**src/rtl/irdf_params.svh**
```systemverilog
/*
 Holds register offsets, field positions, reset values and write masks
 for the integration register bank. Assumes inclusion by the bank module
 and the test bench only.
*/
`ifndef IRDF_PARAMS_SVH
`define IRDF_PARAMS_SVH

// ----------------------------------------
// Register offsets (byte addresses)
// ----------------------------------------
`define IRDF_ADDR_W 8
`define IRDF_OFS_MCR 8'h00
`define IRDF_OFS_SYSTEM_PROTECTION_CONTROL 8'h04
`define IRDF_OFS_CLOCK_SYNTHESIZER_CONTROL 8'h08
`define IRDF_OFS_PERIODIC_INTERRUPT_CONTROL 8'h0C
`define IRDF_OFS_PERIODIC_TIMER_CONTROL 8'h10
`define IRDF_OFS_PORT_A_DATA 8'h14
`define IRDF_OFS_PORT_B_DATA 8'h18
`define IRDF_OFS_PORT_AB_DIRECTION 8'h1C
`define IRDF_OFS_PORT_E_DATA 8'h20
`define IRDF_OFS_PORT_E_DIRECTION 8'h24
`define IRDF_OFS_PORT_E_PIN_ASSIGN 8'h28
`define IRDF_OFS_PORT_F_DATA 8'h2C
`define IRDF_OFS_PORT_F_DIRECTION 8'h30
`define IRDF_OFS_PORT_F_PIN_ASSIGN 8'h34

// ----------------------------------------
// Fixed reset values and write masks
// ----------------------------------------
`define IRDF_MCR_RST 16'h60CF
`define IRDF_MCR_MASK 16'hFBFF
`define IRDF_SYSTEM_PROTECTION_CONTROL_RST 8'h80
`define IRDF_CLOCK_SYNTHESIZER_CONTROL_RST 8'h3F
`define IRDF_CLOCK_SYNTHESIZER_CONTROL_LOW_MASK 8'hA7
`define IRDF_PERIODIC_INTERRUPT_CONTROL_RST 16'h000F
`define IRDF_PERIODIC_INTERRUPT_CONTROL_MASK 16'h07FF
`define IRDF_PERIODIC_TIMER_CONTROL_RST 16'h0000
`define IRDF_PERIODIC_TIMER_CONTROL_MASK 16'h01FF
`define IRDF_PORT_AB_DIRECTION_MASK 8'h03
`define IRDF_BYTE_ZERO 8'h00
`define IRDF_WORD_ZERO 16'h0000
`define IRDF_BYTE_ONES 8'hFF

// ----------------------------------------
// Strap-driven and status flag bit positions
// ----------------------------------------
`define IRDF_MCR_DBGD 12
`define IRDF_MCR_SLV 11
`define IRDF_MCR_ABD 5
`define IRDF_MCR_RWD 4
`define IRDF_SYSTEM_PROTECTION_CONTROL_SWP 6
`define IRDF_PERIODIC_TIMER_CONTROL_PTP 8
`define IRDF_CLOCK_SYNTHESIZER_CONTROL_LIMP 4
`define IRDF_CLOCK_SYNTHESIZER_CONTROL_LOCK 3

`endif

```
**src/rtl/irdf_pkg.sv**
```systemverilog
/*
 Holds the types of the integration register bank. Assumes no other file.
*/
package irdf_pkg;

    typedef struct packed {
        logic [7:0] addr;
        logic [15:0] wdata;
        logic wr;
        logic rd;
    } irdf_bus_req_type;

    typedef struct packed {
        logic bus_error_strap_pin;
        logic slave_strap_pin;
        logic clock_mode_strap_pin;
        logic bus_control_strap_pin;
        logic irq_pin_strap_pin;
        logic single_chip;
    } irdf_strap_type;

    typedef enum logic [1:0] {
        IRDF_ST_RESET = 2'b00,
        IRDF_ST_LOAD = 2'b01,
        IRDF_ST_RUN = 2'b10
    } irdf_state_type;

endpackage : irdf_pkg

```
**src/rtl/irdf_bank.sv**
```systemverilog
/*
 Holds the integration register bank with its reset-time contents.
 Assumes a plain register port with one-cycle strobes, strap pins steady
 around reset release, and status flags supplied by the clock synthesizer.
*/
// Implementation choices: the address-and-strobe port and the address map.
`timescale 1ns/1ps
`include "irdf_params.svh"

// How it works
// - Unassigned bits are zero, read zero
// - Clock output on, both freeze bits set
// - Debug disable bit follows bus error strap
// - Slave enable set when slave strap low
// - Show cycle field resets to 00
// - Privilege bit resets to one
// - Module map bit resets to one
// - Address and rw disables follow bus error
// - Arbitration field resets to 1111
// - Watchdog enabled, shortest timeout at reset
// - Watchdog prescale follows clock mode strap
// - Halt, bus monitor off, timeout 00
// - Multiplier field resets to 00111111
// - Loss detect and loss reset cleared
// - Limp and lock flags untouched by reset
// - Both stop clock bits cleared
// - Periodic level 000, vector 00001111
// - Modulus zero, prescale follows clock strap
// - Port data registers keep contents
// - All direction bits reset to zero
// - Port E assignment follows bus control strap
// - Port F assignment by strap and mode
module irdf_bank
    import irdf_pkg::*;
(
    input wire logic core_clk,
    input wire logic rst_n,
    input wire irdf_bus_req_type bus_req,
    input wire irdf_strap_type straps,
    input wire logic limp_flag_in,
    input wire logic lock_flag_in,
    output logic [15:0] rdata,
    output logic [15:0] module_configuration,
    output logic [7:0] system_protection_control,
    output logic [15:0] clock_synthesizer_control,
    output logic [15:0] periodic_interrupt_control,
    output logic [15:0] periodic_timer_control,
    output logic [7:0] port_ab_direction,
    output logic [7:0] port_e_direction,
    output logic [7:0] port_e_pin_assign,
    output logic [7:0] port_f_direction,
    output logic [7:0] port_f_pin_assign,
    output logic [7:0] port_a_data,
    output logic [7:0] port_b_data,
    output logic [7:0] port_e_data,
    output logic [7:0] port_f_data
);

    // ----------------------------------------
    // Strap capture sequencing
    // ----------------------------------------
    irdf_state_type state_r;
    logic load_w;

    always_ff @(posedge core_clk or negedge rst_n)
    begin
        if (!rst_n)
            state_r <= IRDF_ST_RESET;
        else
        begin
            unique case (state_r)
                IRDF_ST_RESET: state_r <= IRDF_ST_LOAD;
                IRDF_ST_LOAD: state_r <= IRDF_ST_RUN;
                IRDF_ST_RUN: state_r <= IRDF_ST_RUN;
                default: state_r <= IRDF_ST_RESET;
            endcase
        end
    end

    // First edge after release captures straps
    assign load_w = (state_r == IRDF_ST_RESET);

    logic wr_mcr, wr_system_protection_control, wr_clock_synthesizer_control, wr_periodic_interrupt_control, wr_periodic_timer_control;
    logic wr_port_ab_direction, wr_port_e_direction, wr_port_e_pin_assign, wr_port_f_direction, wr_port_f_pin_assign;
    logic wr_pa, wr_pb, wr_pe, wr_pf;
    assign wr_mcr = bus_req.wr && bus_req.addr == `IRDF_OFS_MCR;
    assign wr_system_protection_control = bus_req.wr && bus_req.addr == `IRDF_OFS_SYSTEM_PROTECTION_CONTROL;
    assign wr_clock_synthesizer_control = bus_req.wr && bus_req.addr == `IRDF_OFS_CLOCK_SYNTHESIZER_CONTROL;
    assign wr_periodic_interrupt_control = bus_req.wr && bus_req.addr == `IRDF_OFS_PERIODIC_INTERRUPT_CONTROL;
    assign wr_periodic_timer_control = bus_req.wr && bus_req.addr == `IRDF_OFS_PERIODIC_TIMER_CONTROL;
    assign wr_port_ab_direction = bus_req.wr && bus_req.addr == `IRDF_OFS_PORT_AB_DIRECTION;
    assign wr_port_e_direction = bus_req.wr && bus_req.addr == `IRDF_OFS_PORT_E_DIRECTION;
    assign wr_port_e_pin_assign = bus_req.wr && bus_req.addr == `IRDF_OFS_PORT_E_PIN_ASSIGN;
    assign wr_port_f_direction = bus_req.wr && bus_req.addr == `IRDF_OFS_PORT_F_DIRECTION;
    assign wr_port_f_pin_assign = bus_req.wr && bus_req.addr == `IRDF_OFS_PORT_F_PIN_ASSIGN;
    assign wr_pa = bus_req.wr && bus_req.addr == `IRDF_OFS_PORT_A_DATA;
    assign wr_pb = bus_req.wr && bus_req.addr == `IRDF_OFS_PORT_B_DATA;
    assign wr_pe = bus_req.wr && bus_req.addr == `IRDF_OFS_PORT_E_DATA;
    assign wr_pf = bus_req.wr && bus_req.addr == `IRDF_OFS_PORT_F_DATA;

    // ----------------------------------------
    // Module configuration
    // ----------------------------------------
    logic [15:0] mcr_r;
    always_ff @(posedge core_clk or negedge rst_n)
    begin
        if (!rst_n)
            mcr_r <= `IRDF_MCR_RST;
        else if (wr_mcr)
            mcr_r <= bus_req.wdata & `IRDF_MCR_MASK;
        else if (load_w)
        begin
            mcr_r[`IRDF_MCR_DBGD] <= straps.bus_error_strap_pin;
            mcr_r[`IRDF_MCR_SLV] <= ~straps.slave_strap_pin;
            mcr_r[`IRDF_MCR_ABD] <= straps.bus_error_strap_pin;
            mcr_r[`IRDF_MCR_RWD] <= straps.bus_error_strap_pin;
        end
    end

    // ----------------------------------------
    // System protection control
    // ----------------------------------------
    logic [7:0] system_protection_control_r;
    always_ff @(posedge core_clk or negedge rst_n)
    begin
        if (!rst_n)
            system_protection_control_r <= `IRDF_SYSTEM_PROTECTION_CONTROL_RST;
        else if (wr_system_protection_control)
            system_protection_control_r <= bus_req.wdata[7:0];
        else if (load_w)
            system_protection_control_r[`IRDF_SYSTEM_PROTECTION_CONTROL_SWP] <= ~straps.clock_mode_strap_pin;
    end

    // ----------------------------------------
    // Clock synthesizer control
    // ----------------------------------------
    logic [7:0] syn_hi_r;
    logic [7:0] syn_lo_r;
    always_ff @(posedge core_clk or negedge rst_n)
    begin
        if (!rst_n)
        begin
            syn_hi_r <= `IRDF_CLOCK_SYNTHESIZER_CONTROL_RST;
            syn_lo_r <= `IRDF_BYTE_ZERO;
        end
        else if (wr_clock_synthesizer_control)
        begin
            syn_hi_r <= bus_req.wdata[15:8];
            syn_lo_r <= bus_req.wdata[7:0] & `IRDF_CLOCK_SYNTHESIZER_CONTROL_LOW_MASK;
        end
    end

    // Status flags pass from the synthesizer, never forced by reset
    logic limp_r;
    logic lock_r;
    always_ff @(posedge core_clk)
    begin
        limp_r <= limp_flag_in;
        lock_r <= lock_flag_in;
    end

    logic [15:0] clock_synthesizer_control_w;
    always_comb
    begin
        clock_synthesizer_control_w = {syn_hi_r, syn_lo_r};
        clock_synthesizer_control_w[`IRDF_CLOCK_SYNTHESIZER_CONTROL_LIMP] = limp_r;
        clock_synthesizer_control_w[`IRDF_CLOCK_SYNTHESIZER_CONTROL_LOCK] = lock_r;
    end

    // ----------------------------------------
    // Periodic interrupt and timer
    // ----------------------------------------
    logic [15:0] periodic_interrupt_control_r;
    logic [15:0] periodic_timer_control_r;
    always_ff @(posedge core_clk or negedge rst_n)
    begin
        if (!rst_n)
            periodic_interrupt_control_r <= `IRDF_PERIODIC_INTERRUPT_CONTROL_RST;
        else if (wr_periodic_interrupt_control)
            periodic_interrupt_control_r <= bus_req.wdata & `IRDF_PERIODIC_INTERRUPT_CONTROL_MASK;
    end

    always_ff @(posedge core_clk or negedge rst_n)
    begin
        if (!rst_n)
            periodic_timer_control_r <= `IRDF_PERIODIC_TIMER_CONTROL_RST;
        else if (wr_periodic_timer_control)
            periodic_timer_control_r <= bus_req.wdata & `IRDF_PERIODIC_TIMER_CONTROL_MASK;
        else if (load_w)
            periodic_timer_control_r[`IRDF_PERIODIC_TIMER_CONTROL_PTP] <= ~straps.clock_mode_strap_pin;
    end

    // ----------------------------------------
    // Direction and pin assignment
    // ----------------------------------------
    logic [7:0] port_ab_direction_r, port_e_direction_r, port_f_direction_r, port_e_pin_assign_r, port_f_pin_assign_r;
    always_ff @(posedge core_clk or negedge rst_n)
    begin
        if (!rst_n)
        begin
            port_ab_direction_r <= `IRDF_BYTE_ZERO;
            port_e_direction_r <= `IRDF_BYTE_ZERO;
            port_f_direction_r <= `IRDF_BYTE_ZERO;
        end
        else
        begin
            if (wr_port_ab_direction)
                port_ab_direction_r <= bus_req.wdata[7:0] & `IRDF_PORT_AB_DIRECTION_MASK;
            if (wr_port_e_direction)
                port_e_direction_r <= bus_req.wdata[7:0];
            if (wr_port_f_direction)
                port_f_direction_r <= bus_req.wdata[7:0];
        end
    end

    always_ff @(posedge core_clk or negedge rst_n)
    begin
        if (!rst_n)
        begin
            port_e_pin_assign_r <= `IRDF_BYTE_ZERO;
            port_f_pin_assign_r <= `IRDF_BYTE_ZERO;
        end
        else
        begin
            if (wr_port_e_pin_assign)
                port_e_pin_assign_r <= bus_req.wdata[7:0];
            else if (load_w)
                port_e_pin_assign_r <= straps.bus_control_strap_pin ? `IRDF_BYTE_ONES
                                                        : `IRDF_BYTE_ZERO;
            if (wr_port_f_pin_assign)
                port_f_pin_assign_r <= bus_req.wdata[7:0];
            else if (load_w)
                port_f_pin_assign_r <= (straps.irq_pin_strap_pin && !straps.single_chip)
                           ? `IRDF_BYTE_ONES : `IRDF_BYTE_ZERO;
        end
    end

    // ----------------------------------------
    // Port data, kept through reset
    // ----------------------------------------
    logic [7:0] pdata_r [4];
    logic [3:0] pwr_w;
    assign pwr_w = {wr_pf, wr_pe, wr_pb, wr_pa};
    genvar gi;
    generate
        for (gi = 0; gi < 4; gi++)
        begin : g_port
            always_ff @(posedge core_clk)
            begin
                if (pwr_w[gi])
                    pdata_r[gi] <= bus_req.wdata[7:0];
            end
        end
    endgenerate

    // ----------------------------------------
    // Read path, data one cycle later
    // ----------------------------------------
    logic [15:0] rdata_nxt;
    always_comb
    begin
        rdata_nxt = `IRDF_WORD_ZERO;
        unique case (bus_req.addr)
            `IRDF_OFS_MCR: rdata_nxt = mcr_r;
            `IRDF_OFS_SYSTEM_PROTECTION_CONTROL: rdata_nxt = {`IRDF_BYTE_ZERO, system_protection_control_r};
            `IRDF_OFS_CLOCK_SYNTHESIZER_CONTROL: rdata_nxt = clock_synthesizer_control_w;
            `IRDF_OFS_PERIODIC_INTERRUPT_CONTROL: rdata_nxt = periodic_interrupt_control_r;
            `IRDF_OFS_PERIODIC_TIMER_CONTROL: rdata_nxt = periodic_timer_control_r;
            `IRDF_OFS_PORT_A_DATA: rdata_nxt = {`IRDF_BYTE_ZERO, pdata_r[0]};
            `IRDF_OFS_PORT_B_DATA: rdata_nxt = {`IRDF_BYTE_ZERO, pdata_r[1]};
            `IRDF_OFS_PORT_AB_DIRECTION: rdata_nxt = {`IRDF_BYTE_ZERO, port_ab_direction_r};
            `IRDF_OFS_PORT_E_DATA: rdata_nxt = {`IRDF_BYTE_ZERO, pdata_r[2]};
            `IRDF_OFS_PORT_E_DIRECTION: rdata_nxt = {`IRDF_BYTE_ZERO, port_e_direction_r};
            `IRDF_OFS_PORT_E_PIN_ASSIGN: rdata_nxt = {`IRDF_BYTE_ZERO, port_e_pin_assign_r};
            `IRDF_OFS_PORT_F_DATA: rdata_nxt = {`IRDF_BYTE_ZERO, pdata_r[3]};
            `IRDF_OFS_PORT_F_DIRECTION: rdata_nxt = {`IRDF_BYTE_ZERO, port_f_direction_r};
            `IRDF_OFS_PORT_F_PIN_ASSIGN: rdata_nxt = {`IRDF_BYTE_ZERO, port_f_pin_assign_r};
            default: rdata_nxt = `IRDF_WORD_ZERO;
        endcase
    end

    always_ff @(posedge core_clk or negedge rst_n)
    begin
        if (!rst_n)
            rdata <= `IRDF_WORD_ZERO;
        else if (bus_req.rd)
            rdata <= rdata_nxt;
        else
            rdata <= `IRDF_WORD_ZERO;
    end

    // ----------------------------------------
    // Register outputs
    // ----------------------------------------
    always_ff @(posedge core_clk)
    begin
        module_configuration <= mcr_r;
        system_protection_control <= system_protection_control_r;
        clock_synthesizer_control <= clock_synthesizer_control_w;
        periodic_interrupt_control <= periodic_interrupt_control_r;
        periodic_timer_control <= periodic_timer_control_r;
        port_ab_direction <= port_ab_direction_r;
        port_e_direction <= port_e_direction_r;
        port_e_pin_assign <= port_e_pin_assign_r;
        port_f_direction <= port_f_direction_r;
        port_f_pin_assign <= port_f_pin_assign_r;
        port_a_data <= pdata_r[0];
        port_b_data <= pdata_r[1];
        port_e_data <= pdata_r[2];
        port_f_data <= pdata_r[3];
    end

    // ----------------------------------------
    // Checks
    // ----------------------------------------
    a_mcr_fixed_reset: assert property (@(posedge core_clk) disable iff (!rst_n)
        $rose(state_r == IRDF_ST_LOAD) |-> mcr_r[15:13] == 3'b011 && mcr_r[9:6] == 4'b0011
        && mcr_r[3:0] == 4'hF)
        else $error("Configuration reset fields wrong");
    a_debug_strap: assert property (@(posedge core_clk) disable iff (!rst_n)
        load_w && !wr_mcr |=> mcr_r[12] == $past(straps.bus_error_strap_pin))
        else $error("Debug disable not from strap");
    a_slave_strap: assert property (@(posedge core_clk) disable iff (!rst_n)
        load_w && !wr_mcr |=> mcr_r[11] == !$past(straps.slave_strap_pin))
        else $error("Slave enable not from strap");
    a_pin_disable: assert property (@(posedge core_clk) disable iff (!rst_n)
        load_w && !wr_mcr |=> mcr_r[5:4] == {2{$past(straps.bus_error_strap_pin)}})
        else $error("Pin disables not from strap");
    a_wdog_prescale: assert property (@(posedge core_clk) disable iff (!rst_n)
        load_w && !wr_system_protection_control |=> system_protection_control_r == {1'b1, !$past(straps.clock_mode_strap_pin), 6'h00})
        else $error("Protection control reset wrong");
    a_timer_prescale: assert property (@(posedge core_clk) disable iff (!rst_n)
        load_w && !wr_periodic_timer_control |=> periodic_timer_control_r[8] == !$past(straps.clock_mode_strap_pin))
        else $error("Timer prescale not from strap");
    a_port_e_assign: assert property (@(posedge core_clk) disable iff (!rst_n)
        load_w && !wr_port_e_pin_assign |=> port_e_pin_assign_r == {8{$past(straps.bus_control_strap_pin)}})
        else $error("Port E assignment wrong");
    a_port_f_assign: assert property (@(posedge core_clk) disable iff (!rst_n)
        load_w && !wr_port_f_pin_assign |=> port_f_pin_assign_r ==
        {8{$past(straps.irq_pin_strap_pin) && !$past(straps.single_chip)}})
        else $error("Port F assignment wrong");
    a_strap_hold: assert property (@(posedge core_clk) disable iff (!rst_n)
        state_r == IRDF_ST_RUN && !wr_mcr |=> $stable(mcr_r))
        else $error("Configuration changed without write");

endmodule : irdf_bank

```
**config.mk**
```make
export PLATFORM = sky130hd
export DESIGN_NAME = irdf_bank
export DESIGN_NICKNAME = d
export VERILOG_FILES = /design/src/rtl/irdf_pkg.sv /design/src/rtl/irdf_bank.sv
export VERILOG_INCLUDE_DIRS = /design/src /design/src/rtl
export SDC_FILE = /design/constraint.sdc
export NUM_CORES = 1
export LEC_CHECK = 0
export BUFFER_PORTS_ARGS = -buffer_cell sky130_fd_sc_hd__clkbuf_2
export CORE_ASPECT_RATIO = 1.5
export CORE_MARGIN = 1
export CORE_UTILIZATION = 58
export DETAILED_ROUTE_END_ITERATION = 10
export GPL_TIMING_DRIVEN = 0
export PLACE_DENSITY = 0.83
export SYNTH_ARGS = -nofsm -noshare
export SYNTH_HDL_FRONTEND = slang
export SYNTH_SLANG_ARGS = --single-unit
export TNS_END_PERCENT = 5
```
**constraint.sdc**
```tcl
create_clock -name core_clk -period 5.2 [get_ports core_clk]
set_clock_uncertainty 0.15 [all_clocks]
set_input_delay 1.04 -clock core_clk [delete_from_list [all_inputs] [get_ports core_clk]]
set_output_delay 1.04 -clock core_clk [all_outputs]
set_load 0.005 [all_outputs]
```
==> results.cfg <==
[logic_synthesis]
netlist_area_mm2 = 0.009109
ys.warnings.count = 0
synth_seq_cells = 266
synth.distinct_cells = 60
ys_seq_area_share_pct = 68.17
ys_async_sr_fraction_pct = 40.60
syn_avg_cell_area_um2 = 14.30
synth_edf_count = 32
synth_top_flop_cell = dfxtp_1
syn-instance-count = 637

[placement]
port_buffers = 170
dp.final_hpwl_um = 17560
globalplace.congestion = 0.9244
place_area_mm2 = 0.01029
dp_slack_ns = 1.302

[power]
power_frac_clock_pct = 38.7
power.density_mw_per_mm2 = 371.1
combPwrFrac_pct = 6.3
p_int_uw = 3149
vdd_drop_max_uv = 321.0
leakage_uw = 0.005029
switching_share_pct = 22.66
power_frac_seq_pct = 55.0
power_switching_uw = 922.9

[drt]
ant_nets = 0
wl_um = 24950
vias_per_cell = 5.735
via_count = 6113
drcViolationCount = 0
first_pass_iters = 5
wire_per_inst_um = 23.41
drtIter0Drc = 481

[setup_path]
end_kind = flip-flop
path_class = primary input to flip-flop
cp_max_fo = 10
rr_worst_depth = 6
cp_data_arrival_time_ns = 3.43
critPathRequiredTime_ns = 5.17
critical_path.startpoint_type = primary input

[finish]
nets = 888
diodes = 0
drive_gt1_share_pct = 41.41
area_delta_synth_final_pct = 20.47
final_area_mm2 = 0.01097

[sta]
slew_violations = 0
hold_slack_ns = 0.1907
relSlewSlack_pct = 8.903
setup_viol = 0
tightestPinTransition_ns = 1.356
hold_viol = 0
timing.setup.tns_ns = 0
finalCritPeriodShare_pct = 66.46
rsz0062_at_grt = no
fin_ws_ns = 1.744
period_minus_slack_ns = 3.456
clock.fmax_mhz = 289.4

[cts]
clock-sinks = 266
clk_pin_slew_ns = 0.07
cts_tree = yes
clk_path_buf_depth = 3
clk_latency_ns = 0.51
root_buffer = clkbuf_16
postCtsSetupRepairBufs = 0
numCtsBuffers = 23
ctsResizeCount = 0
cts_hold_buf = 0
htree_levels = 1

[floorplanning]
ioPinCount = 196
core-area_mm2 = 0.01521
fp.dieH_um = 155.5
die-area_mm2 = 0.01622
initial_core_util_pct = 59.89
rows = 55
die_w_um = 104.3

[grt]
grt_pass1_vias = 6299
grt_pass1_wl_um = 37290
antenna_found_initial = 0
overflow = 0
grt_usage_pct = 31.04
grt_start_max_net_pins = 109

[run_status]
status = completed

[hold_path]
min_path_type = flip-flop to flip-flop
hold_depth = 0

[job]
cap_violations = 0
==> power groups by stage <==
stage | logic, µW | clock network [µW] | registers (µW)
final | 255 | 1580 | 2240
after global routing | 275 | 1680 | 2250
after CTS | 255 | 1590 | 2240
after detailed placement | 254 | 0 | 2280
after global placement | 247 | 0 | 2280
after floorplan | 121 | 0 | 2270
==> per-stage QoR <==
stage	utilization, %	instances	power [µW]
2_1_floorplan	-	656	2388
3_3_place_gp	67.59	1025	2523
3_5_place_dp	67.65	1025	2534
4_1_cts	72.15	1066	4088
5_1_grt	72.15	1066	4201
6_report	72.15	1066	4072
==> cells by family (layout without fill, tap and decap cells) <==
family / after synthesis / count (layout) / synth area share, %
AO/OA/AOI/OAI: 69 / 69 / 5.027
adder cells (fa/ha/maj): 1 / 1 / 0.1373
buffers and inverters: 60 / 271 / 3.585
flip-flops: 266 / 266 / 68.17
multiplexers: 117 / 117 / 14.68
other: 1 / 20 / 0.04117
AND/OR/NAND/NOR: 123 / 123 / 8.352
==> placed cells by master, fill, tap and decap left out, types with 11 or more instances in the layout <==
master / count
a31oi_1: 21
buf_2: 14
buf_4: 20
clkbuf_1: 24
clkbuf_16: 23
clkbuf_2: 170
conb_1: 20
dfrtp_1: 89
dfstp_2: 19
dfxtp_1: 126
edfxtp_1: 32
mux2_2: 83
mux2i_1: 29
nand2_1: 14
nand2b_1: 11
nand3_1: 16
nor2_1: 28
o21ai_0: 13
==> worst max-delay path, stage by stage <==
cell and delay, ns:
buf_2 0.25, nor4b_2 1.04, nand2_1 0.16, nor2_1 0.92
==> state kept, by name, indices dropped and copies added, names as in the netlist, 8 cells and up <==
| signal | cells |
|---|---|
| port_f_direction_r | 8 |
| port_e_pin_assign_r | 8 |
| port_e_direction | 8 |
| port_f_pin_assign_r | 8 |
| system_protection_control_r | 8 |
| syn_hi_r | 8 |
| port_e_pin_assign | 8 |
| clock_synthesizer_control | 15 |
| periodic_timer_control_r | 9 |
| rdata | 16 |
| port_f_data | 8 |
| pdata_r | 32 |
| mcr_r | 15 |
| module_configuration | 15 |
| port_a_data | 8 |
| port_e_data | 8 |
| periodic_interrupt_control_r | 11 |
| system_protection_control | 8 |
| port_f_direction | 8 |
| periodic_timer_control | 9 |
| periodic_interrupt_control | 11 |
| port_f_pin_assign | 8 |
| port_e_direction_r | 8 |
| port_b_data | 8 |
==> worst paths after layout <==
path | start | end | slack, ns
max | bus_req[22] | pdata_r[1][6] | 1.74
min | lock_r | clock_synthesizer_control[3] | 0.19
max reg2reg | state_r[0] | port_f_pin_assign_r[4] | 2.70
min reg2reg | lock_r | clock_synthesizer_control[3] | 0.19
max in group asynchronous | rst_n | rdata[10] | 3.79
min in group asynchronous | rst_n | syn_lo_r[5] | 0.49
==> routing by layer <==
layer / part of all wire [%] / GRT usage [%]
met1: 36 / 35.77
met3: 7.2 / 5.614
met5: 0 / 0
met2: 52 / 55.53
met4: 4.7 / 15.03
==> layout make-up <==
cell class | count | area, µm²
flip-flops and latches | 266 | 6210
well taps | 199 | 249.0
clock inverters | 8 | 51.30
multi-input cells | 330 | 2644
repair buffers | 170 | 859.6
inverters | 4 | 15.01
clock buffers | 33 | 633.1
plain buffers | 56 | 311.5
fillers | 1051 | 4235
==> synthesized netlist by cell type (6+ instances only) <==
cell type / n / area share (%)
dfxtp_1: 126 / 28
dfrtp_1: 89 / 24
mux2_2: 83 / 10
edfxtp_1: 32 / 11
mux2i_1: 29 / 3.2
nor2_1: 28 / 1.2
a31oi_1: 21 / 1.4
buf_4: 20 / 1.6
dfstp_2: 19 / 5.5
clkbuf_1: 16 / 0.66
nand3_1: 16 / 0.88
buf_2: 14 / 0.77
nand2_1: 14 / 0.58
o21ai_0: 13 / 0.71
nand2b_1: 11 / 0.76
a22oi_1: 8 / 0.66
nor3_1: 7 / 0.38
and3_1: 6 / 0.41
Note: power is estimated with default switching activity, not from simulation.
